## config.mk

```make
export PLATFORM = sky130hd
export DESIGN_NAME = inval_front
export DESIGN_NICKNAME = d
export VERILOG_FILES = /design/src/inval_pkg.sv /design/src/inval_front.sv
export SDC_FILE = /design/constraint.sdc
export NUM_CORES = 1
export LEC_CHECK = 0
export BUFFER_PORTS_ARGS = -buffer_cell sky130_fd_sc_hd__buf_2
export CORE_AREA = 2 2 239 288
export DETAILED_ROUTE_END_ITERATION = 12
export DIE_AREA = 0 0 241 290
export PLACE_DENSITY = 0.61
export SETUP_SLACK_MARGIN = 0.1
export SYNTH_ARGS = -nofsm -noshare
export SYNTH_HDL_FRONTEND = slang
export SYNTH_SLANG_ARGS = --single-unit
export TNS_END_PERCENT = 100
```

## constraint.sdc

```tcl
create_clock -name clk -period 2.6 [get_ports clk]
set_input_delay 0.39 -clock clk [delete_from_list [all_inputs] [get_ports clk]]
set_output_delay 0.39 -clock clk [all_outputs]
set_load 0.03 [all_outputs]
```

## src/inval_pkg.sv

```systemverilog
// Function
// - register path takes requests via a 64-bit command and a 64-bit address register
// - global, domain and page scopes; unsupported scope runs coarser
// - global translation invalidation also drops all cached non-leaf entries
// - domain invalidation drops non-leaf entries for that domain or globally
// - page invalidation with keep hint set preferably keeps non-leaf entries
// - page invalidation with keep hint clear drops affected non-leaf entries
// - reported scope is the scope applied to the translation cache
// - head indexes next descriptor; advanced after fetching a valid one
// - ring is empty whenever head equals tail
// - ordered enable sequence; device then sets ring enabled status
// - fetch in order only when enabled, non-empty and both faults clear
// - head advances only after the fetched descriptor is found valid
// - on disable the head returns to zero and status clears
// - descriptors are 128 bits; type sits in bits 3:0
// - context descriptor carries scope, domain, requester and mask
// - flush write buffer before context invalidation when capability set
// - device-scope context flush hits only that device in that domain
package inval_pkg;
  // ----------------------------------------------------------------
  // register offsets (byte addresses)
  // ----------------------------------------------------------------
  localparam logic [7:0] OFS_CMD_LO    = 8'h00;
  localparam logic [7:0] OFS_CMD_HI    = 8'h04;
  localparam logic [7:0] OFS_ADDR_LO   = 8'h08;
  localparam logic [7:0] OFS_ADDR_HI   = 8'h0C;
  localparam logic [7:0] OFS_GCMD      = 8'h10;
  localparam logic [7:0] OFS_GSTS      = 8'h14;
  localparam logic [7:0] OFS_RING_LO   = 8'h18;
  localparam logic [7:0] OFS_RING_HI   = 8'h1C;
  localparam logic [7:0] OFS_HEAD      = 8'h20;
  localparam logic [7:0] OFS_TAIL      = 8'h24;
  localparam logic [7:0] OFS_FAULT     = 8'h28;
  localparam logic [7:0] OFS_CAP       = 8'h2C;
  // ----------------------------------------------------------------
  // field positions
  // ----------------------------------------------------------------
  localparam int CMD_START_BIT = 31;  // high word of command register
  localparam int CMD_REQ_LSB   = 28;
  localparam int CMD_ACT_LSB   = 25;
  localparam int ADDR_KEEP_BIT = 6;
  localparam int PAGE_LSB      = 12;
  localparam int RING_EN_BIT   = 0;
  localparam int RING_SIZE_W   = 3;
  localparam int SLOT_LOG_MIN  = 8;   // 4 KiB page holds 256 descriptors
  localparam int FAULT_Q_BIT   = 0;
  localparam int FAULT_T_BIT   = 1;
  localparam int CAP_FLUSH_BIT = 0;
  localparam int CAP_NL_BIT    = 1;
  localparam int DESC_BYTES_LOG = 4;
  // descriptor layout
  localparam int D_TYPE_LSB = 0;
  localparam int D_SCOPE_LSB = 4;
  localparam int D_DOM_LSB  = 16;
  localparam int D_REQ_LSB  = 32;
  localparam int D_MASK_LSB = 48;
  localparam int D_AM_LSB   = 64;
  localparam int D_KEEP_BIT = 70;
  localparam int D_PAGE_LSB = 76;
  localparam logic [1:0] RESP_OK  = 2'h0;
  localparam logic [1:0] RESP_ERR = 2'h2;
  // ----------------------------------------------------------------
  // encodings and carriers
  // ----------------------------------------------------------------
  typedef enum logic [1:0] {SCOPE_NONE = 2'h0, SCOPE_GLOBAL = 2'h1,
    SCOPE_DOMAIN = 2'h2, SCOPE_PAGE = 2'h3} scope_type;
  typedef enum logic [3:0] {DESC_CTX = 4'h1, DESC_TLB = 4'h2,
    DESC_WAIT = 4'h5} desc_kind_type;
  typedef enum logic [1:0] {TGT_CTX = 2'h0, TGT_TLB = 2'h1,
    TGT_NONLEAF = 2'h2} target_type;
  typedef struct packed {
    target_type  target;
    scope_type   scope;
    logic [15:0] domain;
    logic [15:0] requester;
    logic [1:0]  req_mask;
    logic [51:0] page;
    logic [5:0]  addr_mask;
  } cache_op_type;
endpackage : inval_pkg

```

## src/inval_front.sv

```systemverilog
`timescale 1ns/1ps
module inval_front
  import inval_pkg::*;
#(
  parameter int   HEAD_W        = 15,
  parameter bit   PAGE_OK       = 1'b1,
  parameter bit   NONLEAF_CACHE = 1'b1,
  parameter bit   FLUSH_CAP     = 1'b1
) (
  input  wire logic         clk,
  input  wire logic         rst,
  input  wire logic [7:0]   awaddr,
  input  wire logic         awvalid,
  output logic              awready,
  input  wire logic [31:0]  wdata,
  input  wire logic [3:0]   wstrb,
  input  wire logic         wvalid,
  output logic              wready,
  output logic [1:0]        bresp,
  output logic              bvalid,
  input  wire logic         bready,
  input  wire logic [7:0]   araddr,
  input  wire logic         arvalid,
  output logic              arready,
  output logic [31:0]       rdata,
  output logic [1:0]        rresp,
  output logic              rvalid,
  input  wire logic         rready,
  output logic              fetch_valid,
  input  wire logic         fetch_ready,
  output logic [63:0]       fetch_addr,
  input  wire logic         fetch_rvalid,
  input  wire logic [127:0] fetch_rdata,
  output logic              flush_req,
  input  wire logic         flush_ack,
  output logic              op_valid,
  input  wire logic         op_ready,
  output cache_op_type      op,
  input  wire logic         timeout_event
);
  initial begin
    if (HEAD_W < SLOT_LOG_MIN + (1 << RING_SIZE_W) - 1 || HEAD_W > 31)
      $error("HEAD_W cannot index the largest ring");
  end

  // ----------------------------------------------------------------
  // state
  // ----------------------------------------------------------------
  typedef enum logic [2:0] {ST_IDLE = 3'h0, ST_FETCH = 3'h1,
    ST_WAITD = 3'h3, ST_FLUSH = 3'h2, ST_MAIN = 3'h6, ST_NONLEAF = 3'h7,
    ST_FINISH = 3'h5} state_type;

  state_type         state_reg;
  state_type         state_next;
  logic [31:0]       cmd_hi_reg;
  logic [31:0]       addr_lo_reg;
  logic [31:0]       addr_hi_reg;
  logic              ring_en_reg;
  logic              ring_on_reg;
  logic [31:0]       ring_lo_reg;
  logic [31:0]       ring_hi_reg;
  logic [HEAD_W-1:0] head_reg;
  logic [HEAD_W-1:0] tail_reg;
  logic              qfault_reg;
  logic              tfault_reg;
  logic              from_ring_reg;
  logic              nl_pend_reg;
  scope_type         act_scope_reg;
  cache_op_type      main_reg;
  cache_op_type      nl_reg;
  cache_op_type      op_reg;
  logic [63:0]       fetch_addr_reg;
  logic [7:0]        aw_addr_reg;
  logic [31:0]       w_data_reg;
  logic [3:0]        w_strb_reg;
  logic              aw_full_reg;
  logic              w_full_reg;
  logic              bvalid_reg;
  logic [1:0]        bresp_reg;
  logic              rvalid_reg;
  logic [31:0]       rdata_reg;
  logic [1:0]        rresp_reg;

  // ----------------------------------------------------------------
  // bus slave
  // ----------------------------------------------------------------
  logic        wr_go;
  logic        wr_hit;
  logic [31:0] rd_val;
  logic        rd_hit;

  function automatic logic [31:0] merge(input logic [31:0] old,
                                        input logic [31:0] val,
                                        input logic [3:0]  strb);
    logic [31:0] res;
    res = old;
    for (int i = 0; i < 4; i++) begin
      if (strb[i]) begin
        res[i*8 +: 8] = val[i*8 +: 8];
      end
    end
    return res;
  endfunction : merge

  assign awready = !aw_full_reg && !bvalid_reg;
  assign wready  = !w_full_reg && !bvalid_reg;
  assign wr_go   = aw_full_reg && w_full_reg && !bvalid_reg;
  assign bvalid  = bvalid_reg;
  assign bresp   = bresp_reg;
  assign arready = !rvalid_reg;
  assign rvalid  = rvalid_reg;
  assign rdata   = rdata_reg;
  assign rresp   = rresp_reg;

  always_ff @(posedge clk) begin
    if (rst) begin
      aw_full_reg <= 1'b0;
      w_full_reg  <= 1'b0;
      aw_addr_reg <= 8'h00;
      w_data_reg  <= 32'h0000_0000;
      w_strb_reg  <= 4'h0;
    end else begin
      if (awvalid && awready) begin
        aw_full_reg <= 1'b1;
        aw_addr_reg <= awaddr;
      end else if (wr_go) begin
        aw_full_reg <= 1'b0;
      end
      if (wvalid && wready) begin
        w_full_reg <= 1'b1;
        w_data_reg <= wdata;
        w_strb_reg <= wstrb;
      end else if (wr_go) begin
        w_full_reg <= 1'b0;
      end
    end
  end

  assign wr_hit = aw_addr_reg <= OFS_CAP && aw_addr_reg[1:0] == 2'h0;

  always_ff @(posedge clk) begin
    if (rst) begin
      bvalid_reg <= 1'b0;
      bresp_reg  <= RESP_OK;
    end else if (wr_go) begin
      bvalid_reg <= 1'b1;
      bresp_reg  <= wr_hit ? RESP_OK : RESP_ERR;
    end else if (bready) begin
      bvalid_reg <= 1'b0;
    end
  end

  always_comb begin
    rd_hit = 1'b1;
    rd_val = 32'h0000_0000;
    if (araddr == OFS_CMD_LO) rd_val = 32'h0000_0000;
    else if (araddr == OFS_CMD_HI) rd_val = cmd_hi_reg;
    else if (araddr == OFS_ADDR_LO) rd_val = addr_lo_reg;
    else if (araddr == OFS_ADDR_HI) rd_val = addr_hi_reg;
    else if (araddr == OFS_GCMD) rd_val[RING_EN_BIT] = ring_en_reg;
    else if (araddr == OFS_GSTS) rd_val[RING_EN_BIT] = ring_on_reg;
    else if (araddr == OFS_RING_LO) rd_val = ring_lo_reg;
    else if (araddr == OFS_RING_HI) rd_val = ring_hi_reg;
    else if (araddr == OFS_HEAD) rd_val[HEAD_W-1:0] = head_reg;
    else if (araddr == OFS_TAIL) rd_val[HEAD_W-1:0] = tail_reg;
    else if (araddr == OFS_FAULT) begin
      rd_val[FAULT_Q_BIT] = qfault_reg;
      rd_val[FAULT_T_BIT] = tfault_reg;
    end else if (araddr == OFS_CAP) begin
      rd_val[CAP_FLUSH_BIT] = FLUSH_CAP;
      rd_val[CAP_NL_BIT]    = NONLEAF_CACHE;
    end else rd_hit = 1'b0;
  end

  always_ff @(posedge clk) begin
    if (rst) begin
      rvalid_reg <= 1'b0;
      rdata_reg  <= 32'h0000_0000;
      rresp_reg  <= RESP_OK;
    end else if (arvalid && arready) begin
      rvalid_reg <= 1'b1;
      rdata_reg  <= rd_val;
      rresp_reg  <= rd_hit ? RESP_OK : RESP_ERR;
    end else if (rready) begin
      rvalid_reg <= 1'b0;
    end
  end

  // ----------------------------------------------------------------
  // software registers
  // ----------------------------------------------------------------
  logic wr_cmd;
  logic wr_tail;
  logic finish_reg_path;
  assign wr_cmd  = wr_go && aw_addr_reg == OFS_CMD_HI;
  assign wr_tail = wr_go && aw_addr_reg == OFS_TAIL;
  assign finish_reg_path = state_reg == ST_FINISH && !from_ring_reg;

  always_ff @(posedge clk) begin
    if (rst) begin
      cmd_hi_reg <= 32'h0000_0000;
    end else if (finish_reg_path) begin
      cmd_hi_reg[CMD_START_BIT] <= 1'b0;
      cmd_hi_reg[CMD_ACT_LSB +: 2] <= act_scope_reg;
    end else if (wr_cmd && !cmd_hi_reg[CMD_START_BIT]) begin
      cmd_hi_reg <= merge(cmd_hi_reg, w_data_reg, w_strb_reg);
      cmd_hi_reg[CMD_ACT_LSB +: 2] <= cmd_hi_reg[CMD_ACT_LSB +: 2];
    end
  end

  always_ff @(posedge clk) begin
    if (rst) begin
      addr_lo_reg <= 32'h0000_0000;
      addr_hi_reg <= 32'h0000_0000;
      ring_lo_reg <= 32'h0000_0000;
      ring_hi_reg <= 32'h0000_0000;
      ring_en_reg <= 1'b0;
    end else if (wr_go) begin
      if (aw_addr_reg == OFS_ADDR_LO)
        addr_lo_reg <= merge(addr_lo_reg, w_data_reg, w_strb_reg);
      else if (aw_addr_reg == OFS_ADDR_HI)
        addr_hi_reg <= merge(addr_hi_reg, w_data_reg, w_strb_reg);
      else if (aw_addr_reg == OFS_RING_LO)
        ring_lo_reg <= merge(ring_lo_reg, w_data_reg, w_strb_reg);
      else if (aw_addr_reg == OFS_RING_HI)
        ring_hi_reg <= merge(ring_hi_reg, w_data_reg, w_strb_reg);
      else if (aw_addr_reg == OFS_GCMD && w_strb_reg[0])
        ring_en_reg <= w_data_reg[RING_EN_BIT];
    end
  end

  // tail is software owned; head only moves by hardware
  always_ff @(posedge clk) begin
    if (rst) begin
      tail_reg <= '0;
    end else if (wr_tail) begin
      tail_reg <= w_data_reg[HEAD_W-1:0];
    end
  end

  // hardware set wins over a software write-one-to-clear
  logic [1:0] fault_clr;
  logic       fault_set_q;
  assign fault_clr = (wr_go && aw_addr_reg == OFS_FAULT && w_strb_reg[0])
                   ? w_data_reg[1:0] : 2'h0;
  always_ff @(posedge clk) begin
    if (rst) begin
      qfault_reg <= 1'b0;
      tfault_reg <= 1'b0;
    end else begin
      qfault_reg <= fault_set_q || (qfault_reg && !fault_clr[FAULT_Q_BIT]);
      tfault_reg <= timeout_event ||
                    (tfault_reg && !fault_clr[FAULT_T_BIT]);
    end
  end

  // ----------------------------------------------------------------
  // ring pointers
  // ----------------------------------------------------------------
  logic [HEAD_W-1:0] head_inc;
  logic [HEAD_W:0]   slots;
  logic              ring_empty;
  logic              may_fetch;
  logic              head_adv;
  desc_kind_type     dkind;
  assign head_inc   = head_reg + 1'b1;
  assign slots = (HEAD_W+1)'(1) << (SLOT_LOG_MIN + ring_lo_reg[2:0]);
  assign ring_empty = head_reg == tail_reg;
  assign may_fetch  = ring_on_reg && !ring_empty && !qfault_reg
                   && !tfault_reg;
  assign dkind      = desc_kind_type'(fetch_rdata[D_TYPE_LSB +: 4]);
  assign head_adv   = state_reg == ST_WAITD && fetch_rvalid &&
                      (dkind == DESC_CTX || dkind == DESC_TLB ||
                       dkind == DESC_WAIT);
  assign fault_set_q = state_reg == ST_WAITD && fetch_rvalid && !head_adv;

  always_ff @(posedge clk) begin
    if (rst) begin
      head_reg    <= '0;
      ring_on_reg <= 1'b0;
    end else begin
      ring_on_reg <= ring_en_reg;
      if (!ring_en_reg) begin
        head_reg <= '0;
      end else if (head_adv) begin
        head_reg <= ({1'b0, head_inc} == slots) ? '0 : head_inc;
      end
    end
  end

  // ----------------------------------------------------------------
  // scope resolution for translation requests
  // ----------------------------------------------------------------
  scope_type   req_scope;
  scope_type   tlb_scope;
  scope_type   nl_scope;
  logic        keep_hint;
  logic [15:0] src_dom;
  logic [51:0] src_page;
  logic [5:0]  src_am;
  always_comb begin
    if (state_reg == ST_WAITD) begin
      req_scope = scope_type'(fetch_rdata[D_SCOPE_LSB +: 2]);
      keep_hint = fetch_rdata[D_KEEP_BIT];
      src_dom   = fetch_rdata[D_DOM_LSB +: 16];
      src_page  = fetch_rdata[D_PAGE_LSB +: 52];
      src_am    = fetch_rdata[D_AM_LSB +: 6];
    end else begin
      req_scope = scope_type'(cmd_hi_reg[CMD_REQ_LSB +: 2]);
      keep_hint = addr_lo_reg[ADDR_KEEP_BIT];
      src_dom   = cmd_hi_reg[15:0];
      src_page  = {addr_hi_reg, addr_lo_reg[31:PAGE_LSB]};
      src_am    = addr_lo_reg[5:0];
    end
    // a reserved or unsupported scope falls back to a coarser one
    tlb_scope = req_scope;
    if (req_scope == SCOPE_NONE) tlb_scope = SCOPE_GLOBAL;
    else if (req_scope == SCOPE_PAGE && !PAGE_OK) tlb_scope = SCOPE_DOMAIN;
    nl_scope = tlb_scope;
    if (tlb_scope == SCOPE_PAGE && keep_hint) nl_scope = SCOPE_NONE;
    // without the hint, page scope drops only the addressed entries
    if (!NONLEAF_CACHE) nl_scope = SCOPE_NONE;
  end

  // ----------------------------------------------------------------
  // sequencer
  // ----------------------------------------------------------------
  logic start_reg_path;
  logic to_flush;
  assign start_reg_path = cmd_hi_reg[CMD_START_BIT] && !ring_on_reg;
  assign to_flush = FLUSH_CAP && dkind != DESC_WAIT;

  always_comb begin
    state_next = state_reg;
    case (state_reg)
      ST_IDLE: begin
        if (start_reg_path) state_next = ST_MAIN;
        else if (may_fetch) state_next = ST_FETCH;
      end
      ST_FETCH: begin
        if (fetch_ready) state_next = ST_WAITD;
      end
      ST_WAITD: begin
        if (fetch_rvalid) begin
          if (!head_adv || dkind == DESC_WAIT) state_next = ST_IDLE;
          else if (to_flush) state_next = ST_FLUSH;
          else state_next = ST_MAIN;
        end
      end
      ST_FLUSH: begin
        if (flush_ack) state_next = ST_MAIN;
      end
      ST_MAIN: begin
        if (op_ready) state_next = nl_pend_reg ? ST_NONLEAF : ST_FINISH;
      end
      ST_NONLEAF: begin
        if (op_ready) state_next = ST_FINISH;
      end
      default: state_next = ST_IDLE;
    endcase
  end

  always_ff @(posedge clk) begin
    if (rst) state_reg <= ST_IDLE;
    else state_reg <= state_next;
  end

  // operation capture for both paths
  always_ff @(posedge clk) begin
    if (rst) begin
      main_reg      <= '0;
      nl_reg        <= '0;
      nl_pend_reg   <= 1'b0;
      act_scope_reg <= SCOPE_NONE;
      from_ring_reg <= 1'b0;
    end else if ((state_reg == ST_IDLE && start_reg_path) ||
                 (state_reg == ST_WAITD && head_adv)) begin
      from_ring_reg <= state_reg == ST_WAITD;
      act_scope_reg <= tlb_scope;
      nl_pend_reg   <= nl_scope != SCOPE_NONE;
      main_reg <= '{TGT_TLB, tlb_scope, src_dom, 16'h0000, 2'h0,
                    src_page, src_am};
      nl_reg   <= '{TGT_NONLEAF, nl_scope, src_dom, 16'h0000, 2'h0,
                    src_page, src_am};
      if (state_reg == ST_WAITD && dkind == DESC_CTX) begin
        nl_pend_reg <= 1'b0;
        main_reg <= '{TGT_CTX,
          (req_scope == SCOPE_NONE) ? SCOPE_GLOBAL : req_scope,
          fetch_rdata[D_DOM_LSB +: 16], fetch_rdata[D_REQ_LSB +: 16],
          fetch_rdata[D_MASK_LSB +: 2], 52'h0, 6'h00};
      end
    end
  end

  // ----------------------------------------------------------------
  // outputs toward memory and caches
  // ----------------------------------------------------------------
  always_ff @(posedge clk) begin
    if (rst) begin
      fetch_addr_reg <= 64'h0;
      op_reg         <= '0;
    end else begin
      if (state_next == ST_FETCH && state_reg == ST_IDLE)
        fetch_addr_reg <= {ring_hi_reg, ring_lo_reg[31:PAGE_LSB],
          12'h000} + (64'(head_reg) << DESC_BYTES_LOG);
      if (state_next == ST_MAIN) op_reg <= main_reg;
      if (state_next == ST_NONLEAF) op_reg <= nl_reg;
    end
  end

  // the main op is offered straight from main_reg, which loads on or before the edge on which the offer can start
  assign fetch_valid = state_reg == ST_FETCH;
  assign fetch_addr  = fetch_addr_reg;
  assign flush_req   = state_reg == ST_FLUSH;
  assign op_valid    = (state_reg == ST_MAIN || state_reg == ST_NONLEAF);
  assign op          = (state_reg == ST_MAIN) ? main_reg : op_reg;
endmodule : inval_front

```

==> metrics.txt <==
grt ovf=0; ys flop type=dfxtp_1; placed cell count=4,222; # rows=104; Yosys reg bits=593; Total Routed Length=96.8 mm; Post-synth EDFFs=0; Yosys top cell by area=dfxtp_1; clk root buf=clkbuf_16; Pins Over Slew Limit=0; WP data arrival=3.20 ns; hold path cells=3; Mapped Area=26,600 um2; Hold WC Path Type=input port to flop; Tot GR Track Use=0.265; RSZ-0062 raised after global routing=true; area growth from synthesis to layout=31.7%; Startpoint Class=flop; fin crit share=1.02; Finished Layout Cells=4,443; Vias/cell=5.53; clock sink count=593; Worst EP required=3.14 ns; final worst slack=-0.0582 ns; final total power=19.3 mW; share of cells above drive strength 1=0.261; Final Critical Period=2.66 ns; most frequent cells in the layout=dfxtp_1, nor2_1, mux2i_1, nand2_1, buf_2; final setup fails=38; Hold WS=0.0302 ns; Least-Margin Pin Slew=0.758 ns; Worst-Skew Late Latency=0.63 ns; failing checks=setup timing; CTS tree=yes; htree depth=2; Crit Path Category=flop to flop; cell area after layout=35,000 um2; Starting Density=0.397; CTS Buffer Depth=3; vias=24,600; crit-path max cell delay=0.52 ns; largest cells by area after synthesis=dfxtp_1, mux2i_1, nor2_1; # DRC=0; # port buffers=360; Setup Skew=0.0182 ns; Slew HR=0.495; Final Hold Viols=0; I/O pins=396; CP max FO=5; die outline width=241 um; commonest non-fill, non-tap cell in the layout=dfxtp_1; antenna-violating nets left=0; max frequency=376 MHz; pre-CTS setup slack=-0.218 ns; post-synthesis sequential area ratio=0.447; initial antenna violation count=5; Fin Setup TNS=-0.614 ns; Mean Syn Cell Area=8.82 um2; Die Ht=290 um; Worst VDD drop=0.466 mV; status=finished, violations left; max-cap violations=0; YS warnings=0; library cells used by synthesis=74; slowest CP cell=a2111o_1; fin nets=3,691; routed len/inst=21.8 um; Async S/R FF share, synth=0; reg2reg setup slack=-0.06 ns; first-pass GRT wire length=143 mm; reg2reg path depth=10; pin count of the biggest net entering global routing=139; number of global-route vias before repair=23,300; RePlAce Congestion=0.922; Area after DPL=30,400 um2; CP Capture Type=flop; core area=66,900 um2; DR pass1 iterations=9; clock transition at the registers of the reported paths=0.06 ns; Die ar.=69,900 um2; Leak=14.4 nW; DPL Wire Length=67.1 mm; cell chain of the critical path=ha_4 > inv_2 > fa_2 > nor2b_1 > o21a_1 > o21ai_2 > a21o_1 > a2111o_1 > or3_4 > a311oi_2; Synth Instances=3,011; post-synth top area share=0.447; TritonCTS buffer count=61; fin util=0.523; Largest register FFs=96; power density over the cells=551 nW/um2; Iter 0 DRT Violations=2,255
## critical path, delay by kind of cell, from the launching register on
family / cells / cell delay (ns)
AOI/OAI and AO/OA: 5 / 1.24
and+or+nand+nor: 2 / 0.48
adders and majority gates: 2 / 0.47
DFF: 1 / 0.35
buffers and inverters: 1 / 0.03
## report_power, final
group,total (mW),internal (mW),switching (mW)
registers,9.29,9.13,0.151
clock network,9.27,5.45,3.81
logic,0.709,0.263,0.446
total,19.3,14.9,4.41
## cell type report
| type | count | area [um2] |
|---|---|---|
| clock buffers | 89 | 1790 |
| inverters | 23 | 86.3 |
| flip-flops and latches | 593 | 11900 |
| well taps | 901 | 1130 |
| multi-input cells | 2155 | 14300 |
| repair buffers | 656 | 5410 |
| fillers | 6297 | 31900 |
| clock inverters | 23 | 312 |
| diodes | 3 | 7.51 |
## cell usage after synthesis (15+ instances only)
library cell,number
nand3_1,68
a22oi_1,48
nand2_1,274
inv_1,23
a21oi_1,235
mux2i_1,286
xor2_1,22
or3_1,18
nor2_1,495
mux2_2,121
o21ai_0,41
a211oi_1,172
buf_2,19
xnor2_1,38
nor3_1,80
clkbuf_1,202
dfxtp_1,593
and2_1,15
a311oi_1,15
a222oi_1,30
nand4_1,18
## timing repair
action                                 in CTS  in global routing
setup buffers                              23                 13
hold buffers                               53                  0
cloned                                     10                  7
resized for setup                         268                 97
endpoints found under the hold margin      53                  0
pin swaps                                  30                 37
setup endpoints to repair                 202                272
## worst paths after layout
path	from	end
worst max-delay path	ring_lo_reg[12]$_SDFFE_PP0P_	fetch_addr[58]$_SDFFE_PP0P_
worst min-delay path	wdata[10]	w_data_reg[10]$_SDFFE_PP0P_
worst max register to register	ring_lo_reg[12]$_SDFFE_PP0P_	fetch_addr[58]$_SDFFE_PP0P_
worst min register to register	rdata[0]$_SDFFE_PP0P_	rdata[0]$_SDFFE_PP0P_
## per-layer routing
metal | track usage | up-vias | routed length (um)
met5 | 0 | - | 27
met4 | 0.0861 | 4 | 3180
met3 | 0.0390 | 176 | 6400
met2 | 0.429 | 893 | 45400
met1 | 0.360 | 11800 | 41800
li1 | - | 11700 | -
## cell families after synthesis
family                   count (synthesis)  synth area share
buffers and inverters                  273            0.0417
AND/OR/NAND/NOR                       1055             0.174
other                                    1          0.000141
multiplexers                           407             0.159
AO/OA/AOI/OAI                          613             0.154
flip-flops                             593             0.447
XOR/XNOR                                60            0.0198
adder cells (fa/ha/maj)                  9           0.00452
No activity file was read; power rests on OpenSTA's default activity.
